--- src/hdl/fcsm_pkg.sv ---
// Purpose: shared constants and state codes of the flash command decoder
// Assumes: one command byte per host write cycle
// Notes: command codes outside the decoded set leave idle states unchanged
package fcsm_pkg;
  // ****************************************************************
  // command codes
  // ****************************************************************
  localparam logic [7:0] CMD_READ_ARRAY = 8'hFF;
  localparam logic [7:0] CMD_PROG_SETUP_A = 8'h10;
  localparam logic [7:0] CMD_PROG_SETUP_B = 8'h40;
  localparam logic [7:0] CMD_WBUF_SETUP = 8'hE8;
  localparam logic [7:0] CMD_FACTORY_SETUP = 8'h30;
  localparam logic [7:0] CMD_ERASE_SETUP = 8'h20;
  localparam logic [7:0] CMD_CONFIRM = 8'hD0;
  localparam logic [7:0] CMD_SUSPEND = 8'hB0;
  localparam logic [7:0] CMD_LOCK_CODE_A = 8'h01;
  localparam logic [7:0] CMD_LOCK_CODE_B = 8'h2F;
  localparam logic [7:0] CMD_LOCK_CODE_C = 8'h03;
  // plain defaults for codes not fixed by this block's table
  localparam logic [7:0] CMD_READ_STATUS = 8'h70;
  localparam logic [7:0] CMD_READ_CONFIG = 8'h90;
  localparam logic [7:0] CMD_READ_QUERY = 8'h98;
  localparam logic [7:0] CMD_LOCK_SETUP = 8'h60;
  localparam logic [7:0] CMD_OTP_SETUP = 8'hC0;

  // ****************************************************************
  // read source select
  // ****************************************************************
  localparam logic [1:0] RD_ARRAY = 2'h0;
  localparam logic [1:0] RD_STATUS = 2'h1;
  localparam logic [1:0] RD_CONFIG = 2'h2;
  localparam logic [1:0] RD_QUERY = 2'h3;

  // ****************************************************************
  // timing
  // ****************************************************************
  localparam int CLK_PERIOD_NS = 100;
  localparam int PROG_TIME_NS = 20000;
  localparam int PROG_CYCLES_INT =
    (PROG_TIME_NS + CLK_PERIOD_NS - 1) / CLK_PERIOD_NS;
  localparam int TIMER_W = 12;
  localparam logic [TIMER_W-1:0] PROG_CYCLES = PROG_CYCLES_INT[TIMER_W-1:0];

  // ****************************************************************
  // states
  // ****************************************************************
  typedef enum logic [4:0] {
    S_RA = 5'h00, S_RS = 5'h01, S_RC = 5'h02, S_RQ = 5'h03,
    S_LOCK = 5'h04, S_LOCK_ES = 5'h05,
    S_BOTCH = 5'h06, S_BOTCH_ES = 5'h07, S_BOTCH_PS = 5'h08,
    S_BOTCH_BS = 5'h09,
    S_OTP_SETUP = 5'h0A, S_OTP_BUSY = 5'h0B, S_OTP_DONE = 5'h0C,
    S_PRG_SETUP = 5'h0D, S_PRG_SETUP_ES = 5'h0E,
    S_PRG_BUSY = 5'h0F, S_PRG_BUSY_ES = 5'h10,
    S_RS_PS = 5'h11, S_RA_PS = 5'h12, S_RC_PS = 5'h13, S_RQ_PS = 5'h14,
    S_RA_ES = 5'h15, S_RS_ES = 5'h16, S_RA_BS = 5'h17, S_RS_BS = 5'h18,
    S_WBUF = 5'h19, S_FACTORY = 5'h1A, S_ERS_SETUP = 5'h1B,
    S_ERS_BUSY = 5'h1C
  } fcsm_state_type;
endpackage

--- src/hdl/fcsm_prog_timer.sv ---
// Purpose: programming time counter shared by array and one-time area
// Assumes: start and run never overlap in one cycle
// Notes: count pauses while run is low, so a suspend keeps the remainder
`timescale 1ns/1ps
module fcsm_prog_timer (
  input wire logic ref_clk,
  input wire logic rst,
  input wire logic start,
  input wire logic run,
  output logic done
);
  logic [fcsm_pkg::TIMER_W-1:0] cnt_reg;
  logic [fcsm_pkg::TIMER_W-1:0] cnt_next;
  logic [fcsm_pkg::TIMER_W-1:0] one;

  assign one = {{(fcsm_pkg::TIMER_W-1){1'b0}}, 1'b1};
  assign cnt_next = start ? fcsm_pkg::PROG_CYCLES :
                    (run && cnt_reg != '0) ? cnt_reg - one : cnt_reg;
  // decoded in the last count cycle, so done and a suspend meet in one
  // cycle; a registered done could strand a suspended count at zero
  assign done = run && !start && cnt_reg == one;

  always_ff @(posedge ref_clk) begin
    if (rst) begin
      cnt_reg <= '0;
    end else begin
      cnt_reg <= cnt_next;
    end
  end
endmodule

--- src/hdl/fcsm_top.sv ---
// Purpose: command decoder for lock, error, one-time area and program paths
// Assumes: host writes arrive as cmdValid pulses on ref_clk
// Notes: buffer and factory paths wait for extDone; erase takes confirm
//
// Contract
// - bad lock second cycle enters matching error
// - error state reads status, E8 stays there
// - one-time area data write starts busy programming
// - one-time area done: ready, status, idle commands
`timescale 1ns/1ps
module fcsm_top (
  input wire logic ref_clk,
  input wire logic rst,
  input wire logic cmdValid,
  input wire logic [7:0] cmdData,
  input wire logic extDone,
  output logic wsmReadyFlag,
  output logic [1:0] readSel,
  output logic cmdSeqError,
  output logic progStart,
  output logic otpProg,
  output logic [7:0] progData,
  output logic lockStrobe,
  output logic [7:0] lockCode,
  output fcsm_pkg::fcsm_state_type state
);
  // ****************************************************************
  // next state decode
  // ****************************************************************
  fcsm_pkg::fcsm_state_type state_reg;
  fcsm_pkg::fcsm_state_type state_next;
  logic progDone;
  logic lockOk;
  logic isProgCmd;
  logic busyNext;
  logic runTimer;
  logic [1:0] readSel_next;
  logic errNext;
  logic startNext;
  logic lockNext;
  assign state = state_reg;
  assign lockOk = cmdData == fcsm_pkg::CMD_CONFIRM ||
                  cmdData == fcsm_pkg::CMD_LOCK_CODE_A ||
                  cmdData == fcsm_pkg::CMD_LOCK_CODE_B ||
                  cmdData == fcsm_pkg::CMD_LOCK_CODE_C;
  assign isProgCmd = cmdData == fcsm_pkg::CMD_PROG_SETUP_A ||
                     cmdData == fcsm_pkg::CMD_PROG_SETUP_B;
  // idle read states, the plain error state and one-time area done
  function automatic fcsm_pkg::fcsm_state_type idleNext(
    input logic [7:0] c, input fcsm_pkg::fcsm_state_type cur);
    fcsm_pkg::fcsm_state_type n;
    n = cur;
    case (c)
      fcsm_pkg::CMD_READ_ARRAY: n = fcsm_pkg::S_RA;
      fcsm_pkg::CMD_PROG_SETUP_A: n = fcsm_pkg::S_PRG_SETUP;
      fcsm_pkg::CMD_PROG_SETUP_B: n = fcsm_pkg::S_PRG_SETUP;
      fcsm_pkg::CMD_WBUF_SETUP: n = fcsm_pkg::S_WBUF;
      fcsm_pkg::CMD_FACTORY_SETUP: n = fcsm_pkg::S_FACTORY;
      fcsm_pkg::CMD_ERASE_SETUP: n = fcsm_pkg::S_ERS_SETUP;
      fcsm_pkg::CMD_CONFIRM: n = fcsm_pkg::S_RA;
      fcsm_pkg::CMD_SUSPEND: n = fcsm_pkg::S_RS;
      fcsm_pkg::CMD_READ_STATUS: n = fcsm_pkg::S_RS;
      fcsm_pkg::CMD_READ_CONFIG: n = fcsm_pkg::S_RC;
      fcsm_pkg::CMD_READ_QUERY: n = fcsm_pkg::S_RQ;
      fcsm_pkg::CMD_LOCK_SETUP: n = fcsm_pkg::S_LOCK;
      fcsm_pkg::CMD_OTP_SETUP: n = fcsm_pkg::S_OTP_SETUP;
      default: n = cur;
    endcase
    return n;
  endfunction
  // reads while a program is suspended; confirm resumes it
  function automatic fcsm_pkg::fcsm_state_type progSuspNext(
    input logic [7:0] c, input fcsm_pkg::fcsm_state_type wbufDest);
    fcsm_pkg::fcsm_state_type n;
    n = fcsm_pkg::S_RA_PS;
    case (c)
      fcsm_pkg::CMD_WBUF_SETUP: n = wbufDest;
      fcsm_pkg::CMD_CONFIRM: n = fcsm_pkg::S_PRG_BUSY;
      fcsm_pkg::CMD_SUSPEND: n = fcsm_pkg::S_RS_PS;
      fcsm_pkg::CMD_READ_STATUS: n = fcsm_pkg::S_RS_PS;
      fcsm_pkg::CMD_READ_CONFIG: n = fcsm_pkg::S_RC_PS;
      fcsm_pkg::CMD_READ_QUERY: n = fcsm_pkg::S_RQ_PS;
      default: n = fcsm_pkg::S_RA_PS;
    endcase
    return n;
  endfunction
  // reads while an erase is suspended
  function automatic fcsm_pkg::fcsm_state_type ersSuspNext(
    input logic [7:0] c, input fcsm_pkg::fcsm_state_type wbufDest);
    fcsm_pkg::fcsm_state_type n;
    n = fcsm_pkg::S_RA_ES;
    case (c)
      fcsm_pkg::CMD_PROG_SETUP_A: n = fcsm_pkg::S_PRG_SETUP_ES;
      fcsm_pkg::CMD_PROG_SETUP_B: n = fcsm_pkg::S_PRG_SETUP_ES;
      fcsm_pkg::CMD_WBUF_SETUP: n = wbufDest;
      fcsm_pkg::CMD_FACTORY_SETUP: n = fcsm_pkg::S_RS_ES;
      fcsm_pkg::CMD_CONFIRM: n = fcsm_pkg::S_ERS_BUSY;
      fcsm_pkg::CMD_SUSPEND: n = fcsm_pkg::S_RS_ES;
      fcsm_pkg::CMD_READ_STATUS: n = fcsm_pkg::S_RS_ES;
      fcsm_pkg::CMD_LOCK_SETUP: n = fcsm_pkg::S_LOCK_ES;
      default: n = fcsm_pkg::S_RA_ES;
    endcase
    return n;
  endfunction
  // reads with both a program and an erase suspended
  function automatic fcsm_pkg::fcsm_state_type bothSuspNext(
    input logic [7:0] c, input fcsm_pkg::fcsm_state_type wbufDest);
    fcsm_pkg::fcsm_state_type n;
    n = fcsm_pkg::S_RA_BS;
    case (c)
      fcsm_pkg::CMD_WBUF_SETUP: n = wbufDest;
      fcsm_pkg::CMD_CONFIRM: n = fcsm_pkg::S_PRG_BUSY_ES;
      fcsm_pkg::CMD_SUSPEND: n = fcsm_pkg::S_RS_BS;
      fcsm_pkg::CMD_READ_STATUS: n = fcsm_pkg::S_RS_BS;
      default: n = fcsm_pkg::S_RA_BS;
    endcase
    return n;
  endfunction
  always_comb begin
    state_next = state_reg;
    case (state_reg)
      fcsm_pkg::S_RA, fcsm_pkg::S_RS, fcsm_pkg::S_RC, fcsm_pkg::S_RQ,
      fcsm_pkg::S_OTP_DONE: begin
        if (cmdValid) state_next = idleNext(cmdData, state_reg);
      end
      fcsm_pkg::S_BOTCH: begin
        if (cmdValid && cmdData != fcsm_pkg::CMD_WBUF_SETUP) begin
          state_next = idleNext(cmdData, state_reg);
        end
      end
      fcsm_pkg::S_LOCK: begin
        if (cmdValid) begin
          state_next = lockOk ? fcsm_pkg::S_RS : fcsm_pkg::S_BOTCH;
        end
      end
      fcsm_pkg::S_LOCK_ES: begin
        if (cmdValid) begin
          state_next = lockOk ? fcsm_pkg::S_RS_ES : fcsm_pkg::S_BOTCH_ES;
        end
      end
      fcsm_pkg::S_BOTCH_ES, fcsm_pkg::S_RA_ES, fcsm_pkg::S_RS_ES: begin
        if (cmdValid) begin
          state_next = ersSuspNext(cmdData, fcsm_pkg::S_BOTCH_ES);
        end
      end
      fcsm_pkg::S_BOTCH_PS, fcsm_pkg::S_RS_PS, fcsm_pkg::S_RA_PS,
      fcsm_pkg::S_RC_PS, fcsm_pkg::S_RQ_PS: begin
        if (cmdValid) begin
          state_next = progSuspNext(cmdData,
            state_reg == fcsm_pkg::S_BOTCH_PS ? state_reg :
            fcsm_pkg::S_RA_PS);
        end
      end
      fcsm_pkg::S_BOTCH_BS, fcsm_pkg::S_RA_BS, fcsm_pkg::S_RS_BS: begin
        if (cmdValid) begin
          state_next = bothSuspNext(cmdData, fcsm_pkg::S_BOTCH_BS);
        end
      end
      fcsm_pkg::S_OTP_SETUP: begin
        if (cmdValid) state_next = fcsm_pkg::S_OTP_BUSY;
      end
      fcsm_pkg::S_OTP_BUSY: begin
        // further writes are ignored until the cell program ends
        if (progDone) state_next = fcsm_pkg::S_OTP_DONE;
      end
      fcsm_pkg::S_PRG_SETUP: begin
        if (cmdValid) state_next = fcsm_pkg::S_PRG_BUSY;
      end
      fcsm_pkg::S_PRG_SETUP_ES: begin
        if (cmdValid) state_next = fcsm_pkg::S_PRG_BUSY_ES;
      end
      fcsm_pkg::S_PRG_BUSY: begin
        // done wins over a suspend written in the same cycle
        if (progDone) begin
          state_next = fcsm_pkg::S_RS;
        end else if (cmdValid && cmdData == fcsm_pkg::CMD_SUSPEND) begin
          state_next = fcsm_pkg::S_RS_PS;
        end
      end
      fcsm_pkg::S_PRG_BUSY_ES: begin
        if (progDone) begin
          state_next = fcsm_pkg::S_RS_ES;
        end else if (cmdValid && cmdData == fcsm_pkg::CMD_SUSPEND) begin
          state_next = fcsm_pkg::S_RS_BS;
        end
      end
      fcsm_pkg::S_ERS_BUSY: begin
        if (extDone) begin
          state_next = fcsm_pkg::S_RS;
        end else if (cmdValid && cmdData == fcsm_pkg::CMD_SUSPEND) begin
          state_next = fcsm_pkg::S_RS_ES;
        end
      end
      fcsm_pkg::S_WBUF, fcsm_pkg::S_FACTORY: begin
        if (extDone) state_next = fcsm_pkg::S_RS;
      end
      fcsm_pkg::S_ERS_SETUP: begin
        if (cmdValid && cmdData == fcsm_pkg::CMD_CONFIRM) begin
          state_next = fcsm_pkg::S_ERS_BUSY;
        end else if (extDone) state_next = fcsm_pkg::S_RS;
      end
      default: state_next = fcsm_pkg::S_RA;
    endcase
  end
  // ****************************************************************
  // output decode
  // ****************************************************************
  assign busyNext = state_next == fcsm_pkg::S_OTP_BUSY ||
                    state_next == fcsm_pkg::S_PRG_BUSY ||
                    state_next == fcsm_pkg::S_PRG_BUSY_ES ||
                    state_next == fcsm_pkg::S_ERS_BUSY;
  assign runTimer = state_reg == fcsm_pkg::S_OTP_BUSY ||
                    state_reg == fcsm_pkg::S_PRG_BUSY ||
                    state_reg == fcsm_pkg::S_PRG_BUSY_ES;
  assign startNext = cmdValid && (state_reg == fcsm_pkg::S_OTP_SETUP ||
                     state_reg == fcsm_pkg::S_PRG_SETUP ||
                     state_reg == fcsm_pkg::S_PRG_SETUP_ES);
  assign lockNext = cmdValid && lockOk &&
                    (state_reg == fcsm_pkg::S_LOCK ||
                     state_reg == fcsm_pkg::S_LOCK_ES);
  assign errNext = state_next == fcsm_pkg::S_BOTCH ||
                   state_next == fcsm_pkg::S_BOTCH_ES ||
                   state_next == fcsm_pkg::S_BOTCH_PS ||
                   state_next == fcsm_pkg::S_BOTCH_BS;
  // only the array read states, S_WBUF, config and query states leave status
  assign readSel_next =
    (state_next == fcsm_pkg::S_RA || state_next == fcsm_pkg::S_RA_PS ||
     state_next == fcsm_pkg::S_RA_ES || state_next == fcsm_pkg::S_RA_BS ||
     state_next == fcsm_pkg::S_WBUF) ? fcsm_pkg::RD_ARRAY :
    (state_next == fcsm_pkg::S_RC || state_next == fcsm_pkg::S_RC_PS) ?
      fcsm_pkg::RD_CONFIG :
    (state_next == fcsm_pkg::S_RQ || state_next == fcsm_pkg::S_RQ_PS) ?
      fcsm_pkg::RD_QUERY : fcsm_pkg::RD_STATUS;
  fcsm_prog_timer progTimer (
    .ref_clk(ref_clk),
    .rst(rst),
    .start(startNext),
    .run(runTimer),
    .done(progDone)
  );
  always_ff @(posedge ref_clk) begin
    if (rst) begin
      state_reg <= fcsm_pkg::S_RA;
      wsmReadyFlag <= 1'b1;
      readSel <= fcsm_pkg::RD_ARRAY;
      cmdSeqError <= 1'b0;
      progStart <= 1'b0;
      otpProg <= 1'b0;
      progData <= 8'h00;
      lockStrobe <= 1'b0;
      lockCode <= 8'h00;
    end else begin
      state_reg <= state_next;
      wsmReadyFlag <= !busyNext;
      readSel <= readSel_next;
      cmdSeqError <= errNext;
      progStart <= startNext;
      if (startNext) otpProg <= state_reg == fcsm_pkg::S_OTP_SETUP;
      if (startNext) progData <= cmdData;
      lockStrobe <= lockNext;
      if (lockNext) lockCode <= cmdData;
    end
  end
  // ****************************************************************
  // checks
  // ****************************************************************
  a_lock_bad_code: assert property (@(posedge ref_clk) disable iff (rst)
    state_reg == fcsm_pkg::S_LOCK && cmdValid && !lockOk |=>
      state_reg == fcsm_pkg::S_BOTCH && cmdSeqError)
    else $error("bad lock code did not enter error state");
  a_lock_bad_esusp: assert property (@(posedge ref_clk) disable iff (rst)
    state_reg == fcsm_pkg::S_LOCK_ES && cmdValid && !lockOk |=>
      state_reg == fcsm_pkg::S_BOTCH_ES)
    else $error("bad lock code in erase suspend not flagged");
  a_error_reads_status: assert property (@(posedge ref_clk)
    disable iff (rst) cmdSeqError |-> readSel == fcsm_pkg::RD_STATUS)
    else $error("error state does not read status");
  a_error_wbuf_stays: assert property (@(posedge ref_clk)
    disable iff (rst) state_reg == fcsm_pkg::S_BOTCH && cmdValid &&
      cmdData == fcsm_pkg::CMD_WBUF_SETUP |=> state_reg == fcsm_pkg::S_BOTCH)
    else $error("buffer setup left the error state");
  a_otp_busy_hold: assert property (@(posedge ref_clk) disable iff (rst)
    state_reg == fcsm_pkg::S_OTP_SETUP && cmdValid |=>
      (!wsmReadyFlag && state_reg == fcsm_pkg::S_OTP_BUSY) [*8])
    else $error("one-time area program not held busy");
  a_otp_done_ready: assert property (@(posedge ref_clk) disable iff (rst)
    state_reg == fcsm_pkg::S_OTP_BUSY && progDone |=>
      wsmReadyFlag && readSel == fcsm_pkg::RD_STATUS &&
      state_reg == fcsm_pkg::S_OTP_DONE)
    else $error("one-time area completion not reported");
  a_otp_done_accepts: assert property (@(posedge ref_clk)
    disable iff (rst) state_reg == fcsm_pkg::S_OTP_DONE && cmdValid &&
      isProgCmd |=> state_reg == fcsm_pkg::S_PRG_SETUP)
    else $error("program setup refused after completion");
  a_ready_tracks_busy: assert property (@(posedge ref_clk)
    disable iff (rst) wsmReadyFlag == !(runTimer || state_reg ==
      fcsm_pkg::S_ERS_BUSY)) else $error("ready flag disagrees with busy");
endmodule

--- config.mk ---
export PLATFORM = sky130hd
export DESIGN_NAME = fcsm_top
export DESIGN_NICKNAME = d
export VERILOG_FILES = /design/src/hdl/fcsm_pkg.sv /design/src/hdl/fcsm_prog_timer.sv /design/src/hdl/fcsm_top.sv
export SDC_FILE = /design/constraint.sdc
export NUM_CORES = 1
export LEC_CHECK = 0
export BUFFER_PORTS_ARGS = -buffer_cell sky130_fd_sc_hd__buf_2
export CORE_ASPECT_RATIO = 0.75
export CORE_MARGIN = 5
export CORE_UTILIZATION = 55
export CTS_CLUSTER_SIZE = 25
export DETAILED_ROUTE_END_ITERATION = 10
export GPL_TIMING_DRIVEN = 0
export PLACE_DENSITY = 0.75
export SLEW_MARGIN = 15
export SYNTH_ARGS = -nofsm -noshare
export SYNTH_HDL_FRONTEND = slang
export SYNTH_SLANG_ARGS = --single-unit
--- constraint.sdc ---
create_clock -name ref_clk -period 3.2 [get_ports ref_clk]
set_clock_uncertainty 0.1 [all_clocks]
set_input_delay 0.64 -clock ref_clk [delete_from_list [all_inputs] [get_ports ref_clk]]
set_output_delay 0.64 -clock ref_clk [all_outputs]
set_load 0.005 [all_outputs]
# ---- After elaboration in Yosys (flattened, before gate mapping)
# Cells that the tools add are included.
dict set report op_classes {
  muxes 31
  n_addsub 1
  reduce_logical 47
  eq_ne 62
}
# cell count
set op_table {}
lappend op_table {{$eq A5 B5 Y1 const B} 21}
lappend op_table {{$mux W5} 21}
lappend op_table {{$pmux W5 S16} 1}
lappend op_table {{$eq A5 B4 Y1 const B} 12}
lappend op_table {{$eq A8 B8 Y1 const B} 7}
lappend op_table {{$pmux W5 S10} 1}
lappend op_table {{$pmux W5 S5} 2}
lappend op_table {{$eq A5 B3 Y1 const B} 6}
lappend op_table {{$eq A8 B6 Y1 const B} 3}
lappend op_table {{$eq A8 B7 Y1 const B} 3}
lappend op_table {{$eq A5 B2 Y1 const B} 4}
lappend op_table {{$logic_or A1 B1 Y1} 20}
lappend op_table {{$mux W8} 2}
lappend op_table {{$pmux W5 S3} 1}
lappend op_table {{$eq A12 B1 Y1 const B} 1}
lappend op_table {{$reduce_bool A12 Y1} 1}
lappend op_table {{$reduce_or A2 Y1} 6}
lappend op_table {{$reduce_or A3 Y1} 4}
lappend op_table {{$sub A12 B1 Y12 const B} 1}
lappend op_table {{$logic_not A5 Y1} 2}
lappend op_table {{$reduce_or A5 Y1} 2}
lappend op_table {{$logic_and A1 B1 Y1} 9}
lappend op_table {{$eq A8 B1 Y1 const B} 1}
lappend op_table {{$eq A8 B2 Y1 const B} 1}
lappend op_table {{7 further kinds} 9}
dict set report word_totals {
  wordCells 153
  output_inout_bits 28
  regBits 40
  inputBits 12
}

# ---- Logic depth before layout (Yosys ltp)
# Gate-level depths: netlist (run 1).
dict set report depth {
  ltp_word 15
  depth_mapped 13
  depth_no_buf 9
}

# ---- By module
# A second synthesis (run 1) with hierarchy kept.
dict set report hier_totals {
  hier_cells 461
  area_unflattened_um2 3498.4
}
# module area_per_inst_um2 cells_per_inst seq_area_each_um2 instances
set modules_own_cells {}
lappend modules_own_cells {fcsm_top 2765.2 383 560.5 1}
lappend modules_own_cells {fcsm_prog_timer 733.2 78 240.2 1}

# ---- Worst setup path before layout (run 1)
# Ideal clock, no wire load.
dict set report synth_timing {
  path_kind {input -> register}
  start {input cmdData[4]}
  end {register readSel[0]}
  required_time_ns 2.955
  arrival_ns 2.707
  setup_ns 0.145
  stages 11
  path_slack_ns 0.248
  n_path_buf 2
  cell_sequence {buf_2 > and4b_1 > nand3_4 > o22a_1 > a31oi_1 > o311ai_1 > or4_1 > buf_2 > nor4b_1 > a311o_1 > a31oi_1}
}
dict set report synth_via {
  elab_chain_len 13
  word_cells_on_any_way 61
  classes_between {23 x eq/ne; 21 x mux; 17 x reduce/logical}
}
# element line_no
set synth_rtl {}
lappend synth_rtl {{start, declared} fcsm_top.sv:15} ;# input wire logic [7:0] cmdData,
lappend synth_rtl {{branches (longest 6 deep; another with $pmux W5 S10)} --}
lappend synth_rtl {{$pmux W5 S16 (*)} fcsm_top.sv:121} ;# case (state_reg)
lappend synth_rtl {{$eq A5 B5 Y1 or $logic_not A5 Y1 (tied branches)} fcsm_top.sv:227} ;# (state_next == fcsm_pkg::S_RA || state_next == fcsm_pkg::S_RA_PS ||
lappend synth_rtl {{$logic_or A1 B1 Y1 (2 in series)} fcsm_top.sv:227}
lappend synth_rtl {{$logic_or A1 B1 Y1 (2 in series)} fcsm_top.sv:228} ;# state_next == fcsm_pkg::S_RA_ES || state_next == fcsm_pkg::S_RA_BS ||
lappend synth_rtl {{$reduce_or A3 Y1 (no source line) (*)} --}
lappend synth_rtl {{end signal, assigned} fcsm_top.sv:245} ;# readSel <= fcsm_pkg::RD_ARRAY;
lappend synth_rtl {{end signal, assigned} fcsm_top.sv:255} ;# readSel <= readSel_next;
lappend synth_rtl {{end, declared} fcsm_top.sv:18} ;# output logic [1:0] readSel,
# Mark *: on every way between the ends.
# A chain may end at the register's enable or synchronous reset.

# ---- Final worst setup path (run 1)
dict set report layout_timing {
  start {input cmdData[3]}
  end {register readSel[0]}
}
# Same word-level chain as after synthesis.

==> metrics.yaml, run 1 <==
drv_slew: 0
ys_dominant_reg_cell: "dfxtp_1"
r2r_cells: 12
ys_types: 82
layout_setup_ws_ns: 0.09412
yosysTopAreaCellShare_pct: 24.65
wirelength_um: 9521
ys_async_sr_fraction_pct: 0
vias_per_cell: 6.315
dp_cells: 553
drcViolationCount: 0
gr-usage-met2_pct: 35.43
layout_common_cells: "56 x buf_2, 52 x nand2_1, 42 x nor2_1"
antenna_cells: 0
initial_utilization_pct: 56.34
dieArea_um2: 7558
max_freq_mhz: 322.0
syn_inst: 437
synth_seq_cells: 40
finish.utilization_pct: 64.37
drtIter0Drc: 306
use_met3_pct: 6.862
dp_slack_ns: -0.2195
worstReg2RegStart: "state[1]"
synth_area_um2: 3248
clkLatencyLatePin_ns: 0.29
io_pins: 40
first_global_vias: 3133
ant_nets: 0
cp.required_ns: 3.24
power.leakage_nw: 1.427
min_path_type: "reg -> reg"
stdcell_count: 562
grt-busiest-layer: "met1"
final_area_um2: 3711
irDropWorstVdd_uv: 238.8
dp_hpwl_um: 7385
holdBufCountCts: 0
synthesis.nets: 452
largest_reg_flops: 12
setup_viol: 0
fin_nets: 498
synth_edf_count: 0
cts_num_sinks: 40
fp.dieH_um: 76.55
vias: 3549
firstDrtPassIters: 5
cts_max_path_buffers: 2
max_slew_margin_pct: 56.67
setup.worst_path.end_class: "register"
avgSynthCellArea_um2: 7.433
arrival_ns: 3.14
syn_to_final_growth_pct: 14.25
grt_pass1_wl_um: 15770
post-route-period-util_pct: 97.06
powerDensity_nw_per_um2: 291.4
numCtsBuffers: 5
ys_warn_count: 0
reg2reg_slack_ns: 0.19
critPathLaunch: "cmdData[3]"
crit_type: "in -> reg"
endpoint: "readSel[0]"
hold_viol_final: 0
drv_cap: 0
core_region_area_um2: 5766
r2r_end: "readSel[0]"
root_buffer: "clkbuf_8"
rsz0062_at_grt: "true"
path_max_fanout: 10
routedWlPerCell_um: 16.94
row_count: 24
crit_path_start_kind: "primary input"
outcome: "finished, final reports clean"
grt_max_degree: 14
period_needed_ns: 3.106
cts_tree: "built"
overflow: 0
drive_above_1_share_pct: 20.87
htree_num_levels: 2
grt_use_met1_pct: 37.78
port_buffers: 38
dpl_cell_area_um2: 3536
path_clk_slew_ns: 0.08
antenna_found_initial: 0
grtUsageTotal_pct: 24.99
yosys.area.top_type: "dfxtp_1"
synthTopCellsByArea: "dfxtp_1 25%, nand2_1 6.0%, a21oi_1 5.1%, nor2_1 4.9%, buf_2 2.8%"
synth-seq-area-share_pct: 24.65
gp_congestion: 0.9726
layout_commonest_cell: "buf_2"
die_w_um: 98.74
total_power_mw: 1.081
tightestPinTransition_ns: 0.6440
-- Yosys cell counts, types with 10 or more instances --
library cell / number
nand2_1: 52
nor2_1: 42
dfxtp_1: 40
a21oi_1: 33
buf_2: 18
nor3_1: 13
o21ai_0: 13
inv_1: 12
nand3_1: 12
nor2b_1: 12
a31oi_1: 11
clkbuf_1: 11
nand2b_1: 10
nand4_1: 10
-- power breakdown --
part | switching, mW | internal (mW)
registers | 0.00186 | 0.500
clock network | 0.176 | 0.231
logic | 0.109 | 0.0640
total | 0.287 | 0.795
-- routing by layer --
layer	vias up	routed length (um)
met2	203	3961
met3	12	1054
met5	-	0
met4	0	85
li1	1701	-
met1	1633	4419
-- how the worst min path moves through the flow --
| stage | start | endpoint | slack (ns) | depth (start not counted) |
|---|---|---|---|---|
| 6_report | lockCode[5] | lockCode[5] | 0.36 | 2 |
| 3_3_place_gp | lockCode[5] | lockCode[5] | 0.34 | 2 |
| 5_1_grt | progData[7] | progData[7] | 0.38 | 2 |
| 3_5_place_dp | progData[2] | progData[2] | 0.35 | 2 |
| 2_1_floorplan | lockCode[5] | lockCode[5] | 0.35 | 2 |
| 4_1_cts | progData[2] | progData[2] | 0.36 | 2 |
-- logic make-up after synthesis --
kind of cell               count (synthesis)  synth area share, %
and+or+nand+nor                          207                35.56
xor gates and xnor gates                  16                4.777
DFF                                       40                24.65
adders and majority gates                  3                1.156
buffers and inverters                     47                6.818
muxes                                      5                1.618
AOI/OAI and AO/OA                        119                25.42
-- cell type report --
class / count / area [um^2]
multi-input cells: 350 / 2277
fillers: 568 / 2054
flip-flops and latches: 40 / 800.8
repair buffers: 39 / 197.7
plain buffers: 34 / 177.7
well taps: 78 / 97.59
clock buffers: 5 / 68.82
inverters: 13 / 48.80
clock inverters: 3 / 42.54
-- stage by stage --
step,hold slack (ns),setup TNS (ns)
3_5_place_dp,0.3486,-0.4664
2_1_floorplan,0.3483,0
3_3_place_gp,0.3387,-0.4544
4_1_cts,0.3608,0
6_report,0.3559,0
5_1_grt,0.3802,-0.01231
-- what timing repair did --
item                       in CTS  in global routing
buffers inserted                0                  1
setup endpoints to repair       2                  4
pin swaps                       0                  3
resized for setup               1                 16
-- worst max-delay path, cell delays in order --
cell	delay, ns
buf_2	0.10
buf_2	0.18
nor4_4	0.29
buf_4	0.19
nand2_1	0.07
o22a_1	0.17
a31oi_1	0.18
o311ai_1	0.12
or4_1	0.54
buf_2	0.18
nor4b_1	0.27
a311o_1	0.16
a31oi_1	0.05
Power figures use the tool's default switching activity.
==> run 2, diff against run 1 <==
- CORE_UTILIZATION: 55 -> 40
- PLACE_DENSITY: 0.75 -> 0.58
- REMOVE_ABC_BUFFERS: unset -> 1
==> metrics.yaml, run 2 (synthesis results as in run 1) <==
outcome: "finished, final reports clean"
first_global_vias: 3015
seqCellArea_um2: 819.5
power.leakage_nw: 1.320
dp_slack_ns: -0.5347
final_area_um2: 3633
crit_type: "in -> reg"
cts_tree: "built"
dpl_cell_area_um2: 3402
irDropWorstVdd_uv: 232.2
drtIter0Drc: 280
largest_reg_flops: 12
dieArea_um2: 10040
layout_commonest_cell: "nand2_1"
vias: 3328
wirelength_um: 9450
path_clk_slew_ns: 0.08
grtUsageTotal_pct: 18.60
fin_nets: 468
core_region_area_um2: 7918
grt_pass1_wl_um: 15440
arrival_ns: 3.18
antenna_cells: 0
cts_num_sinks: 40
total_power_mw: 1.076
multi_input_area_um2: 2285
syn_to_final_growth_pct: 11.86
vias_per_cell: 5.953
whs_ns: 0.3522
root_buffer: "clkbuf_8"
layout_setup_ws_ns: 0.1189
numCtsBuffers: 5
nFillCells: 833
fp.dieH_um: 88.04
crit_path_start_kind: "primary input"
drive_above_1_share_pct: 19.16
htree_num_levels: 2
antenna_found_initial: 0
setup_viol: 0
dp_hpwl_um: 6678
tightestPinTransition_ns: 0.7431
clkLatencyLatePin_ns: 0.29
port_buffers: 39
ant_nets: 0
initial_utilization_pct: 41.02
io_pins: 40
cts_max_path_buffers: 2
drv_slew: 0
grt_max_degree: 34
min_path_type: "reg -> reg"
max_freq_mhz: 324.6
powerDensity_nw_per_um2: 296.0
slowest_delay_ns: 0.42
overflow: 0
period_needed_ns: 3.081
gp_congestion: 0.9329
cp.required_ns: 3.30
holdBufCountCts: 0
routedWlPerCell_um: 16.91
row_count: 28
fin_setup_tns_ns: 0
cp_slowest_cell: "or3_1"
die_w_um: 114.1
cp_cell_sequence: "clkbuf_4 > nor4_4 > buf_4 > nand4_1 > a21boi_1 > o21a_1 > o211ai_1 > o31ai_4 > nand3_2 > or3_1 > a211oi_2"
setup.worst_path.end_class: "register"
post-route-period-util_pct: 96.28
max_slew_margin_pct: 50.01
path_max_fanout: 20
hold_viol_final: 0
firstDrtPassIters: 5
drcViolationCount: 0
layout_common_cells: "51 x nand2_1, 42 x nor2_1, 35 x dfxtp_1"
drv_cap: 0
==> run 2: timing repair <==
item / CTS / global route
gates resized for setup: 9 / 18
pin swaps: 0 / 4
setup buffers: 0 / 3
cloned: 0 / 1
setup endpoints to repair: 11 / 7
==> run 2: per-layer routing <==
layer / vias up / global-route usage (%) / wire [um]
met4: 0 / 2.697 / 41
met3: 4 / 4.351 / 932
met1: 1527 / 29.62 / 4716
met2: 157 / 25.35 / 3760
met5: - / 0 / 0
li1: 1640 / - / -
==> run 2: path summary, 6_finish.rpt <==
check	start	slack [ns]	endpoint	cells after the start
worst max-delay path	cmdData[3]	0.12	readSel[1]	11
worst min-delay path	lockCode[4]	0.35	lockCode[4]	2
worst max register to register	state[1]	0.22	readSel[1]	9
worst min register to register	lockCode[4]	0.35	lockCode[4]	2
==> run 2: layout make-up <==
| class | count | share of cell area, % |
|---|---|---|
| Clock buffer | 5 | 1.894 |
| Clock inverter | 3 | 1.274 |
| Inverter | 13 | 1.343 |
| Multi-Input combinational cell | 351 | 62.88 |
| Sequential cell | 40 | 22.56 |
| Tap cell | 105 | 3.616 |
| Timing Repair Buffer | 42 | 6.439 |
==> run 2: worst max-delay path, delay by kind of cell <==
family | cells | cell delay (ns)
AOI/OAI and AO/OA | 5 | 1.04
and+or+nand+nor | 4 | 1.09
buffers and inverters | 2 | 0.40
==> run 2: per-stage QoR <==
step | std cells | utilization, %
final | 559 | 45.89
after CTS | 555 | 44.67
after floorplan | 403 | -
after detailed placement | 547 | 42.97
after global placement | 547 | 42.97
after global routing | 559 | 45.89
==> run 2: power breakdown <==
group	internal [mW]	switching (mW)	leakage (nW)
clock	0.235	0.181	0.0548
combinational	0.0570	0.0967	0.939
sequential	0.496	0.00941	0.326
total	0.788	0.287	1.32
==> run 3, diff against run 2 <==
- ABC_AREA: unset -> 1
- CELL_PAD_IN_SITES_DETAIL_PLACEMENT: unset -> 1
- CELL_PAD_IN_SITES_GLOBAL_PLACEMENT: unset -> 1
- PLACE_DENSITY: 0.58 -> 0.79
==> metrics.yaml, run 3 <==
vias: 3401
crit_path_start_kind: "register"
setup.worst_path.end_class: "register"
crit_type: "reg -> reg"
grt_pass1_wl_um: 16820
cp.required_ns: 3.31
drcViolationCount: 0
grt_max_degree: 16
die_w_um: 111.5
dp_hpwl_um: 8175
root_buffer: "clkbuf_8"
power.leakage_nw: 1.771
synth_seq_cells: 40
synth_commonest_cells: "157 x nand2_1, 70 x nor2_1, 59 x inv_1, 40 x dfxtp_1, 33 x nand3_1"
yosysMostFrequentCell: "nand2_1"
cts_max_path_buffers: 2
synth_area_um2: 3089
layout_commonest_cell: "nand2_1"
initial_utilization_pct: 41.57
antenna_found_initial: 0
largest_reg_flops: 12
period_needed_ns: 2.889
cts_tree: "built"
min_path_type: "reg -> reg"
ys_dominant_reg_cell: "dfxtp_1"
syn_to_final_growth_pct: 12.52
clkLatencyLatePin_ns: 0.30
row_count: 27
max_slew_margin_pct: 34.61
syn_inst: 521
ys_types: 43
yosysTopAreaCellShare_pct: 25.92
vias_per_cell: 5.153
numCtsBuffers: 5
synth-seq-area-share_pct: 25.92
io_pins: 40
ys_warn_count: 0
tightestPinTransition_ns: 0.9772
fin_setup_tns_ns: 0
outcome: "finished, final reports clean"
antenna_cells: 0
wirelength_um: 10050
overflow: 0
post-route-period-util_pct: 90.29
powerDensity_nw_per_um2: 478.5
core_region_area_um2: 7432
gp_congestion: 0.9076
drive_above_1_share_pct: 18.43
grtUsageTotal_pct: 21.20
yosys.area.top_type: "dfxtp_1"
max_freq_mhz: 346.1
dpl_cell_area_um2: 3353
fin_nets: 573
post_cts_buffers: 0
final_area_um2: 3476
rsz0062_at_grt: "false"
port_buffers: 39
hold_viol_final: 0
holdBufCountCts: 0
first_global_vias: 3423
ant_nets: 0
path_clk_slew_ns: 0.09
setup_viol: 0
layout_common_cells: "157 x nand2_1, 70 x nor2_1, 59 x inv_1"
dieArea_um2: 9599
finish.utilization_pct: 46.77
arrival_ns: 3.00
htree_num_levels: 2
avgSynthCellArea_um2: 5.929
drv_cap: 0
drtIter0Drc: 236
total_power_mw: 1.663
cts_resized: 0
path_max_fanout: 13
irDropWorstVdd_uv: 192.0
synthTopCellsByArea: "dfxtp_1 26%, nand2_1 19%, nor2_1 8.5%, inv_1 7.2%, nand3_1 5.3%"
synth_edf_count: 0
fp.dieH_um: 86.11
cts_num_sinks: 40
ys_async_sr_fraction_pct: 0
routedWlPerCell_um: 15.23
firstDrtPassIters: 6
drv_slew: 0
## run 3: changes by cell type in the layout (fill, tap and decap cells not counted), sizes merged, moves of 12 or more
cell / change
inv: +53
o21ai: +20
nand3: +26
nand2b: -12
nand2: +121
nor2: +45
## run 3: worst max-delay path, cell delays in order, from the launching register on
cell and delay [ns]:
dfxtp_1 0.66, inv_2 0.25, nand3_2 0.17, nand2_1 0.19, nor2_1 0.15, nor2_1 0.06, nand2_1 0.07, nand2_1 0.04
nor2_1 0.25, nand2_1 0.14, nor2_4 0.16, nand2_2 0.08, nor2_2 0.11, nand2_1 0.08, nand3_1 0.13, nand2_1 0.06
nand2_1 0.05, inv_1 0.03
## run 3: power by group
group	internal (mW)	total (mW)	switching [mW]
Sequential	0.528	0.583	0.0550
Combinational	0.197	0.636	0.440
Clock	0.255	0.444	0.189
Total	0.979	1.66	0.684
## run 3: per-layer routing
layer	track usage, %	vias to the layer above	wire (um)
li1	-	1735	-
met1	29.38	1598	4968
met2	35.96	64	4496
met3	3.032	4	543
met4	2.983	0	40
met5	0	-	0
## run 3: metrics by stage
stage,instances,hold WS [ns],setup WS (ns)
finish,660,0.3498,0.3107
global route,660,0.3707,0.03796
detailed placement,652,0.3410,0.04716
floorplan,512,0.3396,0.7946
global placement,652,0.3327,0.1221
CTS,660,0.3545,0.2471
## run 3: cell families (layout without fill, tap and decap cells)
kind of cell / Yosys count / after routing / synth area share (%)
compound gates: 71 / 71 / 12.92
xor+xnor: 1 / 1 / 0.2836
fa+ha+maj: 3 / 3 / 1.215
flops: 40 / 40 / 25.92
buf+inv: 76 / 114 / 10.00
simple gates: 329 / 329 / 49.33
mux: 1 / 1 / 0.3240
## run 3: final timing paths
check              startpoint          end  slack [ns]  cells past startpoint
setup / recovery     state[4]   readSel[1]        0.31                     17
setup reg to reg     state[4]   readSel[1]        0.31                     17
hold reg to reg   lockCode[4]  lockCode[4]        0.35                      2
hold / removal    lockCode[4]  lockCode[4]        0.35                      2
## run 3: layout make-up
type / count / area (um^2)
Clock inverter: 2 / 38.79
Multi-Input combinational cell: 405 / 1979
Timing Repair Buffer: 39 / 195.2
Tap cell: 101 / 126.4
Sequential cell: 40 / 802.0
Clock buffer: 6 / 82.58
Fill cell: 1066 / 3956
Inverter: 67 / 251.5
